File: config.mk
export PLATFORM = sky130hd
export DESIGN_NAME = swcrc_top
export DESIGN_NICKNAME = d
export VERILOG_FILES = /design/src/core/swcrc_pkg.sv /design/src/core/swcrc_chip_select.sv /design/src/core/swcrc_reset_stretch.sv /design/src/core/swcrc_top.sv
export SDC_FILE = /design/constraint.sdc
export NUM_CORES = 1
export LEC_CHECK = 0
export BUFFER_PORTS_ARGS = -buffer_cell sky130_fd_sc_hd__buf_2
export CAP_MARGIN = 10
export CORE_AREA = 2 2 151 79
export DETAILED_ROUTE_END_ITERATION = 7
export DIE_AREA = 0 0 153 81
export PLACE_DENSITY = 0.68
export SYNTH_ARGS = -nofsm -noshare
export SYNTH_HDL_FRONTEND = slang
export SYNTH_SLANG_ARGS = --single-unit
export TNS_END_PERCENT = 50
File: constraint.sdc
create_clock -name ref_clk -period 5.1 [get_ports ref_clk]
set_input_delay 0.51 -clock ref_clk [delete_from_list [all_inputs] [get_ports ref_clk]]
set_output_delay 0.51 -clock ref_clk [all_outputs]
set_load 0.02 [all_outputs]
File: src/core/swcrc_pkg.sv
/*
 * Shared constants, carrier and state types of the system control block.
 * Assumes a 20 MHz system clock, one clock period per processor T state.
 */
package swcrc_pkg;

   // Indirect register port and register indexes
   localparam logic [7:0] PTR_PORT  = 8'hee;
   localparam logic [7:0] DATA_PORT = 8'hef;
   localparam logic [7:0] IDX_WAIT  = 8'h00;
   localparam logic [7:0] IDX_MEMB  = 8'h01;
   localparam logic [7:0] IDX_CSB   = 8'h02;
   localparam logic [7:0] IDX_MISC  = 8'h03;

   // Values after reset
   localparam logic [7:0] WAIT_RST  = 8'hff;
   localparam logic [7:0] MEMB_RST  = 8'hf0;
   localparam logic [7:0] CSB_RST   = 8'h0f;
   localparam logic [7:0] MISC_RST  = 8'h01;

   // Field positions
   localparam int WC_CHAIN_HI = 7;
   localparam int WC_CHAIN_LO = 6;
   localparam int WC_VECT     = 5;
   localparam int WC_OFE      = 4;
   localparam int WC_MEM_HI   = 3;
   localparam int WC_MEM_LO   = 2;
   localparam int WC_IO_HI    = 1;
   localparam int WC_IO_LO    = 0;
   localparam int MC_CS0_EN   = 0;
   localparam int MC_CS1_EN   = 1;
   localparam int MC_RST_DIS  = 2;

   // Opcodes of the return sequence
   localparam logic [7:0] OPC_PREFIX = 8'hed;
   localparam logic [7:0] OPC_RETURN_FROM_INTERRUPT   = 8'h4d;

   // Timing
   localparam int CLK_HZ          = 20_000_000;
   localparam int POR_TIME_MS     = 25;
   localparam int POR_CYCLES      = POR_TIME_MS * (CLK_HZ / 1000);
   localparam int EXT_RST_CYCLES  = 16;
   localparam int EXT_RST_MIN     = 3;
   localparam int BOOT_FETCHES    = 16;

   typedef struct packed {
      logic [15:0] addr;
      logic [7:0]  data;
      logic        fetch_cycle_strobe_n;
      logic        mem_request_n;
      logic        io_request_strobe_n;
      logic        rd_n;
      logic        wr_n;
   } swcrc_bus_t;

   typedef enum logic [1:0] {
      WS_IDLE   = 2'b00,
      WS_COUNT  = 2'b01,
      WS_SETTLE = 2'b10,
      WS_EXT    = 2'b11
   } swcrc_ws_t;

   // Two-bit field to 0, 2, 4 or 6 waits
   function automatic logic [2:0] pair_waits(input logic [1:0] f);
      pair_waits = {f, 1'b0};
   endfunction : pair_waits

   // On-chip peripheral port
   function automatic logic onchip_port(input logic [7:0] a);
      onchip_port = (a[7:2] == 6'h04) || (a[7:3] == 5'h03) ||
                    (a == 8'hf0) || (a == 8'hf1) || (a == 8'hf4) ||
                    (a == PTR_PORT) || (a == DATA_PORT);
   endfunction : onchip_port

endpackage : swcrc_pkg

File: src/core/swcrc_chip_select.sv
/*
 * Two address-range chip selects from the top address nibble.
 * Assumes the boundary and enable bits come from the control registers.
 */
`timescale 1ns/1ps
module swcrc_chip_select (
   input  wire logic       ref_clk,
   input  wire logic       sys_rst,
   input  wire logic [3:0] nibble,
   input  wire logic [7:0] bound,
   input  wire logic       en_low,
   input  wire logic       en_high,
   output logic            cs_low_n,
   output logic            cs_high_n
);
   logic hit_low;
   logic hit_high;

   // Address only, no strobe, see RL2
   assign hit_low  = nibble <= bound[3:0]; // see RL16
   assign hit_high = (nibble > bound[3:0]) && (nibble <= bound[7:4]);

   always_ff @(posedge ref_clk) begin
      if (sys_rst) begin
         cs_low_n  <= 1'b1;
         cs_high_n <= 1'b1;
      end else begin
         cs_low_n  <= ~(en_low & hit_low); // see RL17
         cs_high_n <= ~(en_high & hit_high);
      end
   end

   AST_CS_LOW: assert property (@(posedge ref_clk) disable iff (sys_rst) // see RL16
      en_low && nibble <= bound[3:0] |=> !cs_low_n) else $error("low range select missing");
   AST_CS_HIGH: assert property (@(posedge ref_clk) disable iff (sys_rst) // see RL16
      !(nibble > bound[3:0] && nibble <= bound[7:4]) |=> cs_high_n)
      else $error("high range select outside its range");
endmodule : swcrc_chip_select

File: src/core/swcrc_reset_stretch.sv
/*
 * Reset pin stretcher: power-on hold and external reset extension.
 * Assumes sys_rst marks supply rising past its threshold and an
 * external pull-up on the reset pin.
 */
`timescale 1ns/1ps
module swcrc_reset_stretch #(
   parameter int POR_CYCLES = swcrc_pkg::POR_CYCLES,
   parameter int EXT_CYCLES = swcrc_pkg::EXT_RST_CYCLES
) (
   input  wire logic ref_clk,
   input  wire logic sys_rst,
   input  wire logic pin_n,
   input  wire logic out_disable,
   output logic      drive_oe,
   output logic      por_done
);
   localparam int PW = $clog2(POR_CYCLES + 1);
   localparam int EW = $clog2(EXT_CYCLES + 1);

   logic [PW-1:0] por_cnt_ff;
   logic [EW-1:0] ext_cnt_ff;
   logic          pin_d_ff;
   logic          drive_ff;
   logic          ext_start;

   assign ext_start = por_done & pin_d_ff & ~pin_n & ~drive_ff & ~out_disable;

   always_ff @(posedge ref_clk) begin
      if (sys_rst) begin
         por_cnt_ff <= PW'(POR_CYCLES); // see RL3
      end else if (por_cnt_ff != '0) begin
         por_cnt_ff <= por_cnt_ff - 1'b1;
      end
   end

   always_ff @(posedge ref_clk) begin
      if (sys_rst) begin
         ext_cnt_ff <= '0;
      end else if (ext_start) begin
         ext_cnt_ff <= EW'(EXT_CYCLES); // see RL5
      end else if (ext_cnt_ff != '0) begin
         ext_cnt_ff <= ext_cnt_ff - 1'b1;
      end
   end

   always_ff @(posedge ref_clk) begin
      if (sys_rst) begin
         pin_d_ff <= 1'b1;
         drive_ff <= 1'b1;
         por_done <= 1'b0;
      end else begin
         pin_d_ff <= pin_n;
         por_done <= (por_cnt_ff <= PW'(1));
         // Released once both counts run out, see RL4
         drive_ff <= (por_cnt_ff > PW'(1)) | ext_start | (ext_cnt_ff > EW'(1));
      end
   end

   assign drive_oe = drive_ff;

   AST_POR_HOLD: assert property (@(posedge ref_clk) disable iff (sys_rst) // see RL3
      !por_done |-> drive_oe) else $error("reset pin released before power-on end");
   AST_POR_RELEASE: assert property (@(posedge ref_clk) disable iff (sys_rst) // see RL4
      $rose(por_done) && ext_cnt_ff == '0 |-> !drive_oe) else $error("reset pin still driven");
   AST_EXT_PULSE: assert property (@(posedge ref_clk) disable iff (sys_rst) // see RL5
      ext_start |=> drive_oe [*8] ##1 drive_oe [*8] ##1 !drive_oe)
      else $error("external reset not stretched 16 cycles");
endmodule : swcrc_reset_stretch

File: src/core/swcrc_top.sv
/*
 * System control block: indirect control registers, wait state
 * generator, chip selects, reset pin control and daisy chain gating.
 * Assumes CPU strobes, address and data synchronous to ref_clk and
 * one clock per T state; the reset pin has an external pull-up.
 */
`timescale 1ns/1ps
// Behaviour
// RL1 - Chain output high only if chain input high and no on-chip interrupt served.
// RL2 - First chip select decoded from top address nibble only, no strobes.
// RL3 - At power-up hold reset pin low 25 to 75 ms via open drain.
// RL4 - After power-on interval stop driving the reset pin.
// RL5 - External reset fall with output enabled: drive pin low 16 cycles.
// RL6 - With reset output disabled, outside holds reset at least 3 cycles.
// RL7 - External wait sampled only after programmed waits, not in chain settle.
// RL8 - Memory cycles get 0 to 3 programmed wait states.
// RL9 - Memory waits only inside the programmed memory wait range.
// RL10 - Optional one extra wait on each opcode fetch.
// RL11 - External I/O cycles get 0, 2, 4 or 6 wait states.
// RL12 - No I/O waits for on-chip peripheral ports.
// RL13 - Vector wait option adds one wait after I/O strobe in acknowledge.
// RL14 - Acknowledge gets 0, 2, 4 or 6 settle waits before I/O strobe.
// RL15 - Chain wait 4 or 6: return sequence gets 2 or 4 waits, else 1.
// RL16 - Selects by nibble against low and high boundary fields.
// RL17 - Each select has enable; first enabled with boundary F at reset.
// RL18 - Control registers reached by index at pointer port then data port.
module swcrc_top #(
   parameter int POR_CYCLES = swcrc_pkg::POR_CYCLES
) (
   input  wire logic                 ref_clk,
   input  wire logic                 sys_rst,
   input  wire swcrc_pkg::swcrc_bus_t cpu_bus,
   input  wire logic                 ext_wait_n,
   input  wire logic                 onchip_irq_service,
   input  wire logic                 chain_priority_in,
   input  wire logic                 reset_pin_n_in,
   output logic                      reset_pin_out,
   output logic                      reset_pin_oe,
   output logic                      cpu_wait_n,
   output logic [7:0]                data_out,
   output logic                      data_oe,
   output logic                      chip_select_low_range_n,
   output logic                      chip_select_high_range_n,
   output logic                      chain_priority_out
);

   ////////////////////////////////////////////////////////////////
   // Strobe edges

   logic fetch_d_ff;
   logic mreq_d_ff;
   logic io_request_strobe_d_ff;
   logic wr_d_ff;
   logic fetch_fall;
   logic fetch_rise;
   logic mreq_fall;
   logic io_request_strobe_fall;
   logic bus_idle;

   always_ff @(posedge ref_clk) begin
      if (sys_rst) begin
         fetch_d_ff <= 1'b1;
         mreq_d_ff  <= 1'b1;
         io_request_strobe_d_ff  <= 1'b1;
         wr_d_ff    <= 1'b1;
      end else begin
         fetch_d_ff <= cpu_bus.fetch_cycle_strobe_n;
         mreq_d_ff  <= cpu_bus.mem_request_n;
         io_request_strobe_d_ff  <= cpu_bus.io_request_strobe_n;
         wr_d_ff    <= cpu_bus.wr_n;
      end
   end

   assign fetch_fall = fetch_d_ff & ~cpu_bus.fetch_cycle_strobe_n;
   assign fetch_rise = ~fetch_d_ff & cpu_bus.fetch_cycle_strobe_n;
   assign mreq_fall  = mreq_d_ff & ~cpu_bus.mem_request_n;
   assign io_request_strobe_fall  = io_request_strobe_d_ff & ~cpu_bus.io_request_strobe_n;
   assign bus_idle   = cpu_bus.fetch_cycle_strobe_n & cpu_bus.mem_request_n &
                       cpu_bus.io_request_strobe_n;

   ////////////////////////////////////////////////////////////////
   // Indirect register port

   logic [7:0] ptr_ff;
   logic [7:0] wait_ctrl_ff;
   logic [7:0] mem_bound_ff;
   logic [7:0] cs_bound_ff;
   logic [7:0] misc_ff;
   logic       wait_prog_ff;
   logic [4:0] boot_cnt_ff;
   logic       io_cyc;
   logic       io_wr_ev;
   logic       ptr_wr;
   logic       data_wr;
   logic       port_rd;
   logic       boot_end;

   assign io_cyc   = ~cpu_bus.io_request_strobe_n & cpu_bus.fetch_cycle_strobe_n;
   assign io_wr_ev = io_cyc & wr_d_ff & ~cpu_bus.wr_n;
   assign ptr_wr   = io_wr_ev && cpu_bus.addr[7:0] == swcrc_pkg::PTR_PORT; // see RL18
   assign data_wr  = io_wr_ev && cpu_bus.addr[7:0] == swcrc_pkg::DATA_PORT; // see RL18
   assign port_rd  = io_cyc & ~cpu_bus.rd_n &
                     ((cpu_bus.addr[7:0] == swcrc_pkg::PTR_PORT) ||
                      (cpu_bus.addr[7:0] == swcrc_pkg::DATA_PORT));
   assign boot_end = fetch_rise && boot_cnt_ff == 5'(swcrc_pkg::BOOT_FETCHES - 1);

   always_ff @(posedge ref_clk) begin
      if (sys_rst) begin
         ptr_ff <= 8'h00;
      end else if (ptr_wr) begin
         ptr_ff <= cpu_bus.data;
      end
   end

   // Fetch count for the boot-time slow timing
   always_ff @(posedge ref_clk) begin
      if (sys_rst) begin
         boot_cnt_ff <= 5'h00;
      end else if (fetch_rise && boot_cnt_ff != 5'(swcrc_pkg::BOOT_FETCHES)) begin
         boot_cnt_ff <= boot_cnt_ff + 5'h01;
      end
   end

   always_ff @(posedge ref_clk) begin
      if (sys_rst) begin
         wait_ctrl_ff <= swcrc_pkg::WAIT_RST;
         wait_prog_ff <= 1'b0;
      end else if (data_wr && ptr_ff == swcrc_pkg::IDX_WAIT) begin
         wait_ctrl_ff <= cpu_bus.data;
         wait_prog_ff <= 1'b1;
      end else if (boot_end && !wait_prog_ff) begin
         wait_ctrl_ff <= 8'h00;
      end
   end

   always_ff @(posedge ref_clk) begin
      if (sys_rst) begin
         mem_bound_ff <= swcrc_pkg::MEMB_RST;
      end else if (data_wr && ptr_ff == swcrc_pkg::IDX_MEMB) begin
         mem_bound_ff <= cpu_bus.data;
      end
   end

   always_ff @(posedge ref_clk) begin
      if (sys_rst) begin
         cs_bound_ff <= swcrc_pkg::CSB_RST; // see RL17
      end else if (data_wr && ptr_ff == swcrc_pkg::IDX_CSB) begin
         cs_bound_ff <= cpu_bus.data;
      end
   end

   always_ff @(posedge ref_clk) begin
      if (sys_rst) begin
         misc_ff <= swcrc_pkg::MISC_RST; // see RL17
      end else if (data_wr && ptr_ff == swcrc_pkg::IDX_MISC) begin
         misc_ff <= cpu_bus.data;
      end
   end

   // Read data, unknown index reads zero
   always_ff @(posedge ref_clk) begin
      if (sys_rst) begin
         data_out <= 8'h00;
         data_oe  <= 1'b0;
      end else begin
         data_oe <= port_rd;
         if (cpu_bus.addr[7:0] == swcrc_pkg::PTR_PORT) begin
            data_out <= ptr_ff;
         end else begin
            unique case (ptr_ff)
               swcrc_pkg::IDX_WAIT: data_out <= wait_ctrl_ff;
               swcrc_pkg::IDX_MEMB: data_out <= mem_bound_ff;
               swcrc_pkg::IDX_CSB:  data_out <= cs_bound_ff;
               swcrc_pkg::IDX_MISC: data_out <= misc_ff;
               default:             data_out <= 8'h00;
            endcase
         end
      end
   end

   ////////////////////////////////////////////////////////////////
   // Cycle classification and wait counts

   logic [3:0] nib;
   logic       in_range;
   logic [2:0] mem_waits;
   logic [2:0] io_waits;
   logic [2:0] chain_waits;
   logic [2:0] return_from_interrupt_waits;
   logic       long_chain;
   logic       st_fetch;
   logic       st_iack;
   logic       st_io;
   logic       st_mem;
   logic       start;
   logic [2:0] start_n;
   logic       start_return_from_interrupt;
   logic [7:0] op_ff;
   logic       prefix_ff;

   assign nib        = cpu_bus.addr[15:12];
   assign in_range   = (nib >= mem_bound_ff[3:0]) && (nib <= mem_bound_ff[7:4]); // see RL9
   assign mem_waits  = in_range ? {1'b0, wait_ctrl_ff[swcrc_pkg::WC_MEM_HI:swcrc_pkg::WC_MEM_LO]}
                                : 3'h0; // see RL8
   assign io_waits   = swcrc_pkg::onchip_port(cpu_bus.addr[7:0]) ? 3'h0 // see RL12
                     : swcrc_pkg::pair_waits(wait_ctrl_ff[swcrc_pkg::WC_IO_HI:swcrc_pkg::WC_IO_LO]); // see RL11
   assign chain_waits = swcrc_pkg::pair_waits(
                           wait_ctrl_ff[swcrc_pkg::WC_CHAIN_HI:swcrc_pkg::WC_CHAIN_LO]); // see RL14
   assign long_chain = wait_ctrl_ff[swcrc_pkg::WC_CHAIN_HI];

   // Second byte of the return sequence decides its waits
   assign return_from_interrupt_waits = (cpu_bus.data != swcrc_pkg::OPC_RETURN_FROM_INTERRUPT) ? 3'h1
                     : wait_ctrl_ff[swcrc_pkg::WC_CHAIN_LO] ? 3'h4 : 3'h2; // see RL15

   assign st_fetch = fetch_fall & ~cpu_bus.mem_request_n;
   assign st_iack  = fetch_fall & cpu_bus.mem_request_n;
   assign st_io    = io_request_strobe_fall & cpu_bus.fetch_cycle_strobe_n;
   assign st_mem   = mreq_fall & cpu_bus.fetch_cycle_strobe_n;
   assign start    = st_fetch | st_iack | st_io | st_mem;
   assign start_return_from_interrupt = st_fetch & prefix_ff & long_chain; // see RL15

   always_comb begin
      start_n = 3'h0;
      if (st_fetch) begin
         start_n = mem_waits + {2'b00, wait_ctrl_ff[swcrc_pkg::WC_OFE]}; // see RL10
      end else if (st_iack) begin
         start_n = chain_waits;
      end else if (st_io) begin
         start_n = io_waits;
      end else if (st_mem) begin
         start_n = mem_waits;
      end
   end

   // Track the prefix opcode of the return sequence
   always_ff @(posedge ref_clk) begin
      if (sys_rst) begin
         op_ff     <= 8'h00;
         prefix_ff <= 1'b0;
      end else begin
         if (~cpu_bus.fetch_cycle_strobe_n & ~cpu_bus.rd_n) begin
            op_ff <= cpu_bus.data;
         end
         if (fetch_rise) begin
            prefix_ff <= (op_ff == swcrc_pkg::OPC_PREFIX);
         end
      end
   end

   ////////////////////////////////////////////////////////////////
   // Wait state sequencer

   swcrc_pkg::swcrc_ws_t ws_state_ff;
   swcrc_pkg::swcrc_ws_t nxt_state;
   logic [2:0] ws_cnt_ff;
   logic [2:0] nxt_cnt;
   logic       iack_ff;
   logic       nxt_iack;
   logic       return_from_interrupt_ff;
   logic       nxt_return_from_interrupt;
   logic       trim_ff;
   logic       nxt_trim;
   logic [2:0] return_from_interrupt_left;

   // With no programmed waits the first return wait is the one in which data is seen
   assign return_from_interrupt_left = return_from_interrupt_waits - {2'b00, trim_ff};

   always_comb begin
      nxt_state = ws_state_ff;
      nxt_cnt   = ws_cnt_ff;
      nxt_iack  = iack_ff;
      nxt_return_from_interrupt  = return_from_interrupt_ff;
      nxt_trim  = trim_ff;
      unique case (ws_state_ff)
         swcrc_pkg::WS_IDLE: begin
            if (start) begin
               nxt_iack = st_iack;
               nxt_return_from_interrupt = start_return_from_interrupt;
               nxt_trim = start_return_from_interrupt && start_n == 3'h0;
               if (start_n != 3'h0 || start_return_from_interrupt) begin
                  nxt_state = swcrc_pkg::WS_COUNT;
                  nxt_cnt   = (start_n == 3'h0) ? 3'h1 : start_n;
               end else if (st_iack) begin
                  nxt_state = swcrc_pkg::WS_SETTLE; // see RL14
               end else begin
                  nxt_state = swcrc_pkg::WS_EXT;
               end
            end
         end
         swcrc_pkg::WS_COUNT: begin
            if (ws_cnt_ff > 3'h1) begin
               nxt_cnt = ws_cnt_ff - 3'h1;
            end else if (return_from_interrupt_ff && return_from_interrupt_left != 3'h0) begin
               nxt_cnt  = return_from_interrupt_left; // see RL15
               nxt_return_from_interrupt = 1'b0;
            end else begin
               nxt_return_from_interrupt  = 1'b0;
               nxt_state = iack_ff ? swcrc_pkg::WS_SETTLE : swcrc_pkg::WS_EXT; // see RL7
            end
         end
         swcrc_pkg::WS_SETTLE: begin
            if (io_request_strobe_fall) begin
               nxt_iack = 1'b0;
               if (wait_ctrl_ff[swcrc_pkg::WC_VECT]) begin
                  nxt_state = swcrc_pkg::WS_COUNT; // see RL13
                  nxt_cnt   = 3'h1;
               end else begin
                  nxt_state = swcrc_pkg::WS_EXT;
               end
            end
         end
         swcrc_pkg::WS_EXT: begin
            nxt_state = swcrc_pkg::WS_EXT;
         end
      endcase
      if (bus_idle && ws_state_ff != swcrc_pkg::WS_IDLE) begin
         nxt_state = swcrc_pkg::WS_IDLE;
         nxt_return_from_interrupt  = 1'b0;
         nxt_iack  = 1'b0;
      end
   end

   always_ff @(posedge ref_clk) begin
      if (sys_rst) begin
         ws_state_ff <= swcrc_pkg::WS_IDLE;
         ws_cnt_ff   <= 3'h0;
         iack_ff     <= 1'b0;
         return_from_interrupt_ff     <= 1'b0;
         trim_ff     <= 1'b0;
      end else begin
         ws_state_ff <= nxt_state;
         ws_cnt_ff   <= nxt_cnt;
         iack_ff     <= nxt_iack;
         return_from_interrupt_ff     <= nxt_return_from_interrupt;
         trim_ff     <= nxt_trim;
      end
   end

   // External wait only heard after the programmed waits
   always_ff @(posedge ref_clk) begin
      if (sys_rst) begin
         cpu_wait_n <= 1'b1;
      end else begin
         cpu_wait_n <= (nxt_state != swcrc_pkg::WS_COUNT) &&
                       (nxt_state != swcrc_pkg::WS_EXT || ext_wait_n); // see RL7
      end
   end

   ////////////////////////////////////////////////////////////////
   // Daisy chain, chip selects, reset pin

   always_ff @(posedge ref_clk) begin
      if (sys_rst) begin
         chain_priority_out <= 1'b0;
      end else begin
         chain_priority_out <= chain_priority_in & ~onchip_irq_service; // see RL1
      end
   end

   swcrc_chip_select u_cs (
      .ref_clk   (ref_clk),
      .sys_rst   (sys_rst),
      .nibble    (nib),
      .bound     (cs_bound_ff),
      .en_low    (misc_ff[swcrc_pkg::MC_CS0_EN]),
      .en_high   (misc_ff[swcrc_pkg::MC_CS1_EN]),
      .cs_low_n  (chip_select_low_range_n),
      .cs_high_n (chip_select_high_range_n)
   );

   // Outside source holds reset long enough when output is disabled, see RL6
   swcrc_reset_stretch #(
      .POR_CYCLES (POR_CYCLES),
      .EXT_CYCLES (swcrc_pkg::EXT_RST_CYCLES)
   ) u_rst (
      .ref_clk     (ref_clk),
      .sys_rst     (sys_rst),
      .pin_n       (reset_pin_n_in),
      .out_disable (misc_ff[swcrc_pkg::MC_RST_DIS]),
      .drive_oe    (reset_pin_oe),
      .por_done    ()
   );

   // Open drain: only ever pulls low
   always_ff @(posedge ref_clk) begin
      reset_pin_out <= 1'b0;
   end

   ////////////////////////////////////////////////////////////////
   // Checks

   AST_CHAIN_BLOCK: assert property (@(posedge ref_clk) disable iff (sys_rst) // see RL1
      onchip_irq_service |=> !chain_priority_out) else $error("chain output not blocked");
   AST_EXT_IGNORED: assert property (@(posedge ref_clk) disable iff (sys_rst) // see RL7
      ws_state_ff == swcrc_pkg::WS_COUNT |-> !cpu_wait_n) else $error("wait dropped in count");
   AST_MEM_THREE: assert property (@(posedge ref_clk) disable iff (sys_rst) // see RL8
      st_mem && start_n == 3'h3 && ws_state_ff == swcrc_pkg::WS_IDLE ##1 !bus_idle [*2]
      |-> $past(!cpu_wait_n) && !cpu_wait_n ##1 !cpu_wait_n)
      else $error("three memory waits not given");
   AST_MEM_RANGE: assert property (@(posedge ref_clk) disable iff (sys_rst) // see RL9
      st_mem && !in_range |=> ws_state_ff != swcrc_pkg::WS_COUNT) else $error("wait outside range");
   AST_FETCH_EXTRA: assert property (@(posedge ref_clk) disable iff (sys_rst) // see RL10
      st_fetch && !in_range && !start_return_from_interrupt && wait_ctrl_ff[swcrc_pkg::WC_OFE] && ws_state_ff == swcrc_pkg::WS_IDLE
      |=> ws_state_ff == swcrc_pkg::WS_COUNT && ws_cnt_ff == 3'h1) else $error("fetch extension missing");
   AST_IO_SIX: assert property (@(posedge ref_clk) disable iff (sys_rst) // see RL11
      st_io && ws_state_ff == swcrc_pkg::WS_IDLE && wait_ctrl_ff[1:0] == 2'b11 &&
      !swcrc_pkg::onchip_port(cpu_bus.addr[7:0]) |=> ws_cnt_ff == 3'h6) else $error("six io waits missing");
   AST_IO_ONCHIP: assert property (@(posedge ref_clk) disable iff (sys_rst) // see RL12
      st_io && swcrc_pkg::onchip_port(cpu_bus.addr[7:0]) |=> ws_state_ff != swcrc_pkg::WS_COUNT)
      else $error("wait on on-chip port");
   AST_SETTLE_FREE: assert property (@(posedge ref_clk) disable iff (sys_rst) // see RL14
      ws_state_ff == swcrc_pkg::WS_SETTLE |-> cpu_wait_n) else $error("settle phase held by wait");
   AST_PORT_WRITE: assert property (@(posedge ref_clk) disable iff (sys_rst) // see RL18
      data_wr && ptr_ff == swcrc_pkg::IDX_MEMB |=> mem_bound_ff == $past(cpu_bus.data))
      else $error("indirect write lost");

endmodule : swcrc_top

==> impl_metrics.tcl, run 1 <==
set metrics [dict create \
    outcome "completed" \
    htree_levels 3 \
    cts_root_buf "clkbuf_16" \
    ctsHoldBuffers 0 \
    synthCells 610 \
    finalSetupViolCount 0 \
    fp.dieW_um 153 \
    ys_types 70 \
    core_area_sq_um 11320 \
    finalSetupTns_ns 0 \
    cap_violations 0 \
    fin_crit_sh 0.7599 \
    drt_iter0_markers 353 \
    portBuffers 44 \
    grt.overflow.total 0 \
    slew_violations 0 \
    rr_worst_depth 16 \
    dr.pass1.iters 5 \
    worst_ep_required_time_ns 5.36 \
    reg2reg_from "mem_bound_ff[5]" \
    grt_max_degree 80 \
    area_delta_synth_final_pct 12.18 \
    row_count 28 \
    gp_congestion 0.8305 \
    grt_pass1_wl_um 22070 \
    antenna_found_initial 0 \
    synth-async-reset-ratio 0 \
    drcViolationCount 0 \
    power.total_mw 2.283 \
    dieArea_sq_um 12390 \
    yosys_warnings 0 \
    crit_fanout 5 \
    layout_commonest_cell "dfxtp_1" \
    r2r_slack_ns 1.28 \
    startpoint "cpu_bus[25]" \
    most-common-layout-cells "107 x dfxtp_1, 71 x nor2_1, 55 x nand2_1" \
    die_height_um 81 \
    start_util 0.4810 \
    hold_viol 0 \
    fill_cells 1043 \
    clock_latency_ns 0.35 \
    ys_seq_area_frac 0.3936 \
    cts.sinks 107 \
    start_kind "input port" \
    vias 4557 \
    rsz0062_at_grt "no" \
    cts-resized-gates 0 \
    arrival_ns 4.14 \
    syn_avg_cell_area_sq_um 8.922 \
    yosysTopAreaCell "dfxtp_1" \
    first_global_vias 4261 \
    peakVddDrop_mv 0.1860 \
    grt.total_usage 0.2284 \
    relSlewSlack 0.3228 \
    postSynthNetCount 681 \
    synth-edff-count 0 \
    num-nets-final 713 \
    antenna_cells 0 \
    synthFlopType "dfxtp_1" \
    ys_top_cells_by_area "dfxtp_1 39%, ha_1 8.3%, mux2i_1 6.1%" \
    via_per_inst 5.718 \
    hold_class "input port to flip-flop" \
    wl_per_cell_um 17.02 \
    drive_gt1_frac 0.1360 \
    hold_slack_ns 0.3148 \
    cp-end-kind "flip-flop" \
    min_period_ns 3.876 \
    cts_tree "yes" \
    path_clk_slew_ns 0.07 \
    postCtsSetupBuffers 0 \
    clock_path_buffers 2 \
    hpwl_um 10200 \
    min_from "onchip_irq_service" \
    io_pins 50 \
    crit_path_end "ws_state_ff[1]" \
    cts_buffers 9 \
    r2r_end "ws_state_ff[1]" \
    skew_ns 0.003851 \
    worstSetupPathType "input port to flip-flop" \
    leakage_nw 2.465 \
    yosysTopAreaCellShare 0.3936 \
    synth_seq_cells 107 \
    tightest_slew_ns 1.012 \
    drt-total-wl_um 13560 \
    power_density_nw_per_um2 373.9 \
    antenna_left 0 \
    fmax_mhz 258.0 \
    syn_area_sq_um 5443 \
]
==> sequential cells by signal, indices dropped and copies added, names as in the netlist, 2 cells and up <==
signal            count
ws_cnt_ff             3
u_rst.por_cnt_ff     19
cs_bound_ff           8
ptr_ff                8
misc_ff               8
wait_ctrl_ff          8
data_out              8
mem_bound_ff          8
boot_cnt_ff           5
ws_state_ff           2
u_rst.ext_cnt_ff      5
op_ff                 8
==> worst max-delay path, cell delays in order <==
cell	delay [ns]
buf_2	0.10
inv_1	0.15
ha_1	0.26
nand2b_4	0.14
a2111oi_2	0.51
nor3b_1	0.11
and2_1	0.18
ha_1	0.18
ha_1	0.26
mux2_2	0.25
nand2_1	0.08
o211ai_1	0.11
a21oi_1	0.38
nand2_1	0.16
or4_1	0.53
a211oi_1	0.23
==> cell families after synthesis <==
group | Yosys count | share of synthesized area
other | 1 | 0.0006890
xor gates and xnor gates | 16 | 0.02575
and+or+nand+nor | 236 | 0.2228
muxes | 42 | 0.09172
adders and majority gates | 36 | 0.08276
buffers and inverters | 57 | 0.04046
AOI/OAI and AO/OA | 115 | 0.1423
DFF | 107 | 0.3936
==> power breakdown <==
part / switching (mW) / internal [mW] / total [mW]
clock: 0.309 / 0.481 / 0.790
sequential: 0.0572 / 0.898 / 0.955
combinational: 0.314 / 0.223 / 0.537
total: 0.681 / 1.60 / 2.28
==> worst min path at each step <==
| stage | cells past startpoint | slack (ns) | end |
|---|---|---|---|
| 6_report | 2 | 0.31 | chain_priority_out |
| 5_1_grt | 2 | 0.31 | chain_priority_out |
| 4_1_cts | 2 | 0.31 | chain_priority_out |
| 3_5_place_dp | 1 | 0.41 | u_cs.cs_high_n |
| 3_3_place_gp | 1 | 0.41 | u_cs.cs_high_n |
| 2_1_floorplan | 1 | 0.38 | u_cs.cs_high_n |
==> synth_stat cells (6+ instances only) <==
library cell,instances
xnor2_1,11
nand3_1,16
nand2_1,55
nor3_1,15
mux4_2,6
nor2b_1,7
ha_1,36
a211oi_1,6
or3_1,6
nor4_1,7
a21oi_1,32
mux2i_1,33
nor2_1,71
nand2b_1,10
o211ai_1,8
inv_1,32
o21ai_0,25
nor3b_1,7
a221o_1,8
dfxtp_1,107
or2_2,6
clkbuf_1,20
==> layer usage <==
metal  track usage  wire length (um)  up-vias  part of all wire
li1              -                 -     2242                 -
met1        0.3356              7017     2149              0.52
met2        0.3256              5178      159              0.38
met3       0.07631              1274        7             0.094
met4       0.04259                90        0            0.0066
met5             0                 0        -                 0
==> per-stage QoR <==
stage	instance area [sq um]	setup WS, ns	utilization	instances
finish	6106	1.224	0.5396	797
detailed placement	5766	0.9108	0.5095	781
global placement	5766	1.020	0.5095	781
global route	6106	1.059	0.5396	797
CTS	6106	1.259	0.5396	797
floorplan	5443	1.492	-	610
==> area by class of cell <==
type | instances | area (sq um) | area share
clock inverter | 6 | 111.4 | 0.01824
tap | 150 | 187.7 | 0.03074
sequential | 107 | 2142 | 0.3508
timing repair buffer | 46 | 235.2 | 0.03852
clock buffer | 10 | 229.0 | 0.03750
multi-input combinational | 446 | 3080 | 0.5045
inverter | 32 | 120.1 | 0.01967
Note: power is estimated with default switching activity, not from simulation.
==> inputs of run 2 (changes only) <==
- clock period: 5.1 -> 4 ns (I/O delays scaled with it)
==> run 2 against run 1 <==
Critical path depth unchanged. Non-clock buffer count is 5 higher. Global-route usage grew 0.090 points. Combinational power rose by 28%. Routed wire length up 2.6%. Sequential power up 28%. Clock power is 18% higher. Final cell count grew 0.63%. Sequential share of layout area about the same. Via count increased by 3.3%. Critical endpoint unchanged. Largest power group unchanged.
==> impl_metrics.tcl, run 2 (same netlist as run 1, synthesis figures left out) <==
set metrics [dict create \
    outcome "completed" \
    io_pins 50 \
    cts_root_buf "clkbuf_16" \
    path_clk_slew_ns 0.08 \
    cp_slowest_cell "or4_1" \
    dr.max_layer_used "met4" \
    dr.pass1.iters 6 \
    regMostFlops "u_rst.por_cnt_ff" \
    route.met3.wl_um 1184 \
    finalSetupViolCount 0 \
    cts_tree "yes" \
    portBuffers 44 \
    clock_latency_ns 0.35 \
    worst_ep_required_time_ns 4.27 \
    leakage_nw 2.475 \
    layout_commonest_cell "dfxtp_1" \
    drt-met1-wl_um 7268 \
    fill_cells 1028 \
    min_from "onchip_irq_service" \
    ctsHoldBuffers 0 \
    rsz0062_at_grt "no" \
    hpwl_um 10160 \
    htree_levels 3 \
    cts-resized-gates 0 \
    antenna_left 0 \
    first_global_vias 4311 \
    antenna_found_initial 0 \
    largest_reg_flops 19 \
    cts_buffers 9 \
    cts.sinks 107 \
    dieArea_sq_um 12390 \
    postCtsSetupBuffers 0 \
    most-common-layout-cells "107 x dfxtp_1, 71 x nor2_1, 55 x nand2_1" \
    whs_path_depth 2 \
    vias 4706 \
    final_core_util 0.5399 \
    finalSetupTns_ns 0 \
    skew_ns 0.008222 \
    slew_violations 0 \
    core_area_sq_um 11320 \
    hold_class "input port to flip-flop" \
    worstSetupPathType "flip-flop to flip-flop" \
    drive_gt1_frac 0.1442 \
    max_stage_delay_ns 0.52 \
    die_height_um 81 \
    wl_met2_um 5352 \
    tightest_slew_ns 0.8485 \
    cp-end-kind "flip-flop" \
    crit_fanout 4 \
    start_util 0.4810 \
    drt-total-wl_um 13920 \
    area_delta_synth_final_pct 12.25 \
    drt_iter0_markers 472 \
    drcViolationCount 0 \
    grt_pass1_wl_um 22490 \
    start_kind "flip-flop" \
    r2r_end "ws_state_ff[1]" \
    power_density_nw_per_um2 464.5 \
    peakVddDrop_mv 0.1969 \
    holdPathEnd "chain_priority_out" \
    gp_congestion 0.8617 \
    min_period_ns 3.679 \
    clock_path_buffers 2 \
    r2r_slack_ns 0.32 \
    cap_violations 0 \
    reg2reg_from "mem_bound_ff[5]" \
    wl_per_cell_um 17.35 \
    hold_viol 0 \
    via_per_inst 5.868 \
    grt_max_degree 80 \
    num-nets-final 718 \
    crit_top_cell "ha_1" \
    row_count 28 \
    fmax_mhz 271.8 \
    antenna_cells 0 \
    hold_slack_ns 0.2050 \
    relSlewSlack 0.4343 \
    grt.total_usage 0.2293 \
    arrival_ns 3.95 \
    fp.dieW_um 153 \
    fin_crit_sh 0.9196 \
    grt.overflow.total 0 \
    rr_worst_depth 16 \
    crit_path_cell_trace "inv_1 -> ha_1 -> nor2b_1 -> o21bai_1 -> o2bb2ai_1 -> nor3b_1 -> and2_1 -> ha_1 -> ha_1 -> mux2_2 -> nand2_1 -> o211ai_1 -> a21oi_1 -> nand2_1 -> or4_1 -> a211oi_1" \
]
## run 2: cell types whose count changed in the layout (fill, tap and decap cells not counted)
cell	delta
buf_4	+5
clkbuf_1	-1
clkinv_4	+1
inv_6	+3
clkinv_2	-1
bufinv_16	-2
## run 2: report_power, final
part | internal (mW) | total (mW) | switching (mW)
registers | 1.14 | 1.22 | 0.0737
logic | 0.288 | 0.689 | 0.401
clock network | 0.496 | 0.930 | 0.434
## run 2: cell type report
class	instances	area (sq um)	share of cell area
sequential	107	2142	0.3506
clock buffer	9	225.2	0.03686
clock inverter	7	81.33	0.01331
inverter	32	120.1	0.01966
timing repair buffer	51	272.8	0.04464
tap	150	187.7	0.03072
multi-input combinational	446	3080	0.5042
## run 2: per-stage QoR
stage,instances,setup slack [ns],power (mW),area [sq um]
6_report,802,0.3214,2.838,6110
5_1_grt,802,0.1273,2.987,6110
2_1_floorplan,610,0.5020,1.734,5443
3_3_place_gp,786,0.2649,1.891,5803
3_5_place_dp,786,0.2232,1.910,5803
4_1_cts,802,0.4139,2.834,6110
## run 2: routing by layer
metal,vias to the layer above,GRT usage
li1,2253,-
met1,2269,0.3461
met2,173,0.3242
met4,0,0.04630
met3,11,0.06243
met5,-,0
## run 2: worst max-delay path: cells and delay by family (launching register included)
family	cells	cell delay, ns
AND/OR/NAND/NOR	6	1.32
AO/OA/AOI/OAI	5	0.99
adder cells (fa/ha/maj)	3	0.64
flip-flops	1	0.33
multiplexers	1	0.25
buffers and inverters	1	0.06
## run 2: worst max path at each step
stage | from | depth (start not counted) | slack (ns) | end
2_1_floorplan | cpu_bus[25] | 15 | 0.50 | ws_state_ff[1]
3_3_place_gp | cpu_bus[25] | 16 | 0.26 | ws_state_ff[1]
3_5_place_dp | cpu_bus[25] | 16 | 0.22 | ws_state_ff[1]
4_1_cts | mem_bound_ff[0] | 14 | 0.41 | ws_state_ff[1]
5_1_grt | mem_bound_ff[5] | 16 | 0.13 | ws_state_ff[1]
6_report | mem_bound_ff[5] | 16 | 0.32 | ws_state_ff[1]
==> inputs of run 3 (changes only) <==
- CORE_AREA: 2 2 151 79 -> 2 2 108 110
- DIE_AREA: 0 0 153 81 -> 0 0 110 112
==> run 3 against run 2 <==
First-iteration DRC count down 31%. Critical path depth unchanged. Sequential power about the same. Final area down 0.88%. Via count down 3.7%. Core utilization up 0.20 points. Fmax up 1.6%. Routed wire length down 6.7%. Setup slack better by 0.058 ns.
==> impl_metrics.tcl, run 3 (same netlist as run 1, synthesis figures left out) <==
set metrics [dict create \
    cts_tree "yes" \
    vias 4533 \
    skew_ns 0.009364 \
    power_density_nw_per_um2 458.7 \
    whs_path_depth 2 \
    first_global_vias 4402 \
    portBuffers 44 \
    fin_crit_sh 0.9052 \
    dieArea_sq_um 12320 \
    ctsHoldBuffers 0 \
    finalSetupTns_ns 0 \
    min_from "onchip_irq_service" \
    r2r_end "ws_state_ff[1]" \
    peakVddDrop_mv 0.2916 \
    grt_pass1_wl_um 21260 \
    io_pins 50 \
    antenna_found_initial 0 \
    via_per_inst 5.738 \
    htree_levels 3 \
    path_clk_slew_ns 0.07 \
    pre_cts_slack_ns 0.1344 \
    area_delta_synth_final_pct 11.26 \
    row_count 39 \
    slew_violations 0 \
    fin_ws_ns 0.3791 \
    grt_max_degree 80 \
    drive_gt1_frac 0.1376 \
    cts_root_buf "clkbuf_16" \
    drt-total-wl_um 12990 \
    worst_ep_required_time_ns 4.28 \
    tightest_slew_ns 0.9518 \
    start_util 0.4871 \
    drt_iter0_markers 328 \
    largest_reg_flops 19 \
    dr.pass1.iters 5 \
    layout_commonest_cell "dfxtp_1" \
    grt.total_usage 0.2238 \
    gp_congestion 0.8953 \
    min_period_ns 3.621 \
    finalSetupViolCount 0 \
    drcViolationCount 0 \
    crit_fanout 4 \
    arrival_ns 3.90 \
    clock_path_buffers 2 \
    holdPathEnd "chain_priority_out" \
    cts.sinks 107 \
    power.total_mw 2.778 \
    cts-resized-gates 0 \
    relSlewSlack 0.3631 \
    reg2reg_from "mem_bound_ff[5]" \
    cts_buffers 9 \
    cap_violations 0 \
    fmax_mhz 276.2 \
    core_area_sq_um 11170 \
    outcome "completed" \
    regMostFlops "u_rst.por_cnt_ff" \
    worstSetupPathType "flip-flop to flip-flop" \
    rsz0062_at_grt "no" \
    die_height_um 112 \
    num-nets-final 714 \
    rr_worst_depth 16 \
    cp-end-kind "flip-flop" \
    clock_latency_ns 0.36 \
    hold_viol 0 \
    hold_class "input port to flip-flop" \
    r2r_slack_ns 0.38 \
    grt.overflow.total 0 \
    start_kind "flip-flop" \
    fp.dieW_um 110 \
    antenna_left 0 \
    hpwl_um 9336 \
    antenna_cells 0 \
    wl_per_cell_um 16.44 \
    leakage_nw 2.446 \
    postCtsSetupBuffers 0 \
    most-common-layout-cells "107 x dfxtp_1, 71 x nor2_1, 55 x nand2_1" \
]
run 3: cell types whose count changed in the layout (fill, tap and decap cells not counted):
cell | before | now
clkinv_2 | 0 | 2
inv_6 | 4 | 0
inv_8 | 0 | 1
clkinvlp_4 | 1 | 2
buf_4 | 7 | 3
clkinv_4 | 1 | 0
run 3: metal layers:
metal	up-vias	GRT usage	wire length, um
met2	102	0.3832	6514
li1	2233	-	-
met4	0	0.07257	214
met5	-	0	0
met1	2179	0.2732	5704
met3	19	0.05269	552
run 3: per-stage QoR:
stage / std cells / hold slack (ns) / utilization / area [sq um]
detailed placement: 775 / 0.4253 / 0.5158 / 5764
global placement: 775 / 0.4168 / 0.5158 / 5764
CTS: 790 / 0.1880 / 0.5419 / 6056
finish: 790 / 0.2010 / 0.5419 / 6056
global route: 790 / 0.1923 / 0.5419 / 6056
floorplan: 610 / 0.3826 / - / 5443
run 3: cell type report:
class | count | area, sq um
Tap cell | 143 | 178.9
Sequential cell | 107 | 2142
Clock buffer | 9 | 225.2
Inverter | 32 | 120.1
Timing Repair Buffer | 47 | 242.7
Clock inverter | 6 | 66.31
Fill cell | 1017 | 5119
Multi-Input combinational cell | 446 | 3080
run 3: worst max-delay path, cell delays in order, from the launching register on:
cell and delay, ns:
dfxtp_1 0.36, inv_1 0.07, ha_1 0.28, nor2b_1 0.13
o21bai_1 0.12, o2bb2ai_1 0.23, nor3b_1 0.29, and2_1 0.17
ha_1 0.14, ha_1 0.22, mux2_2 0.26, nand2_1 0.06
o211ai_1 0.07, a21oi_1 0.25, nand2_1 0.13, or4_1 0.52
a211oi_1 0.22
run 3: worst max-delay path by stage:
stage	start	to	slack, ns	depth (start not counted)
final	mem_bound_ff[5]	ws_state_ff[1]	0.38	16
after global routing	mem_bound_ff[5]	ws_state_ff[1]	0.05	16
after CTS	mem_bound_ff[5]	ws_state_ff[1]	0.38	16
after detailed placement	cpu_bus[25]	ws_state_ff[1]	0.13	16
after global placement	cpu_bus[25]	ws_state_ff[1]	0.17	16
after floorplan	cpu_bus[25]	ws_state_ff[1]	0.50	15
run 3: power breakdown:
part	switching [mW]	leakage [nW]	internal [mW]	total (mW)
registers	0.0711	0.874	1.15	1.22
clock network	0.406	0.139	0.484	0.889
logic	0.387	1.43	0.285	0.672
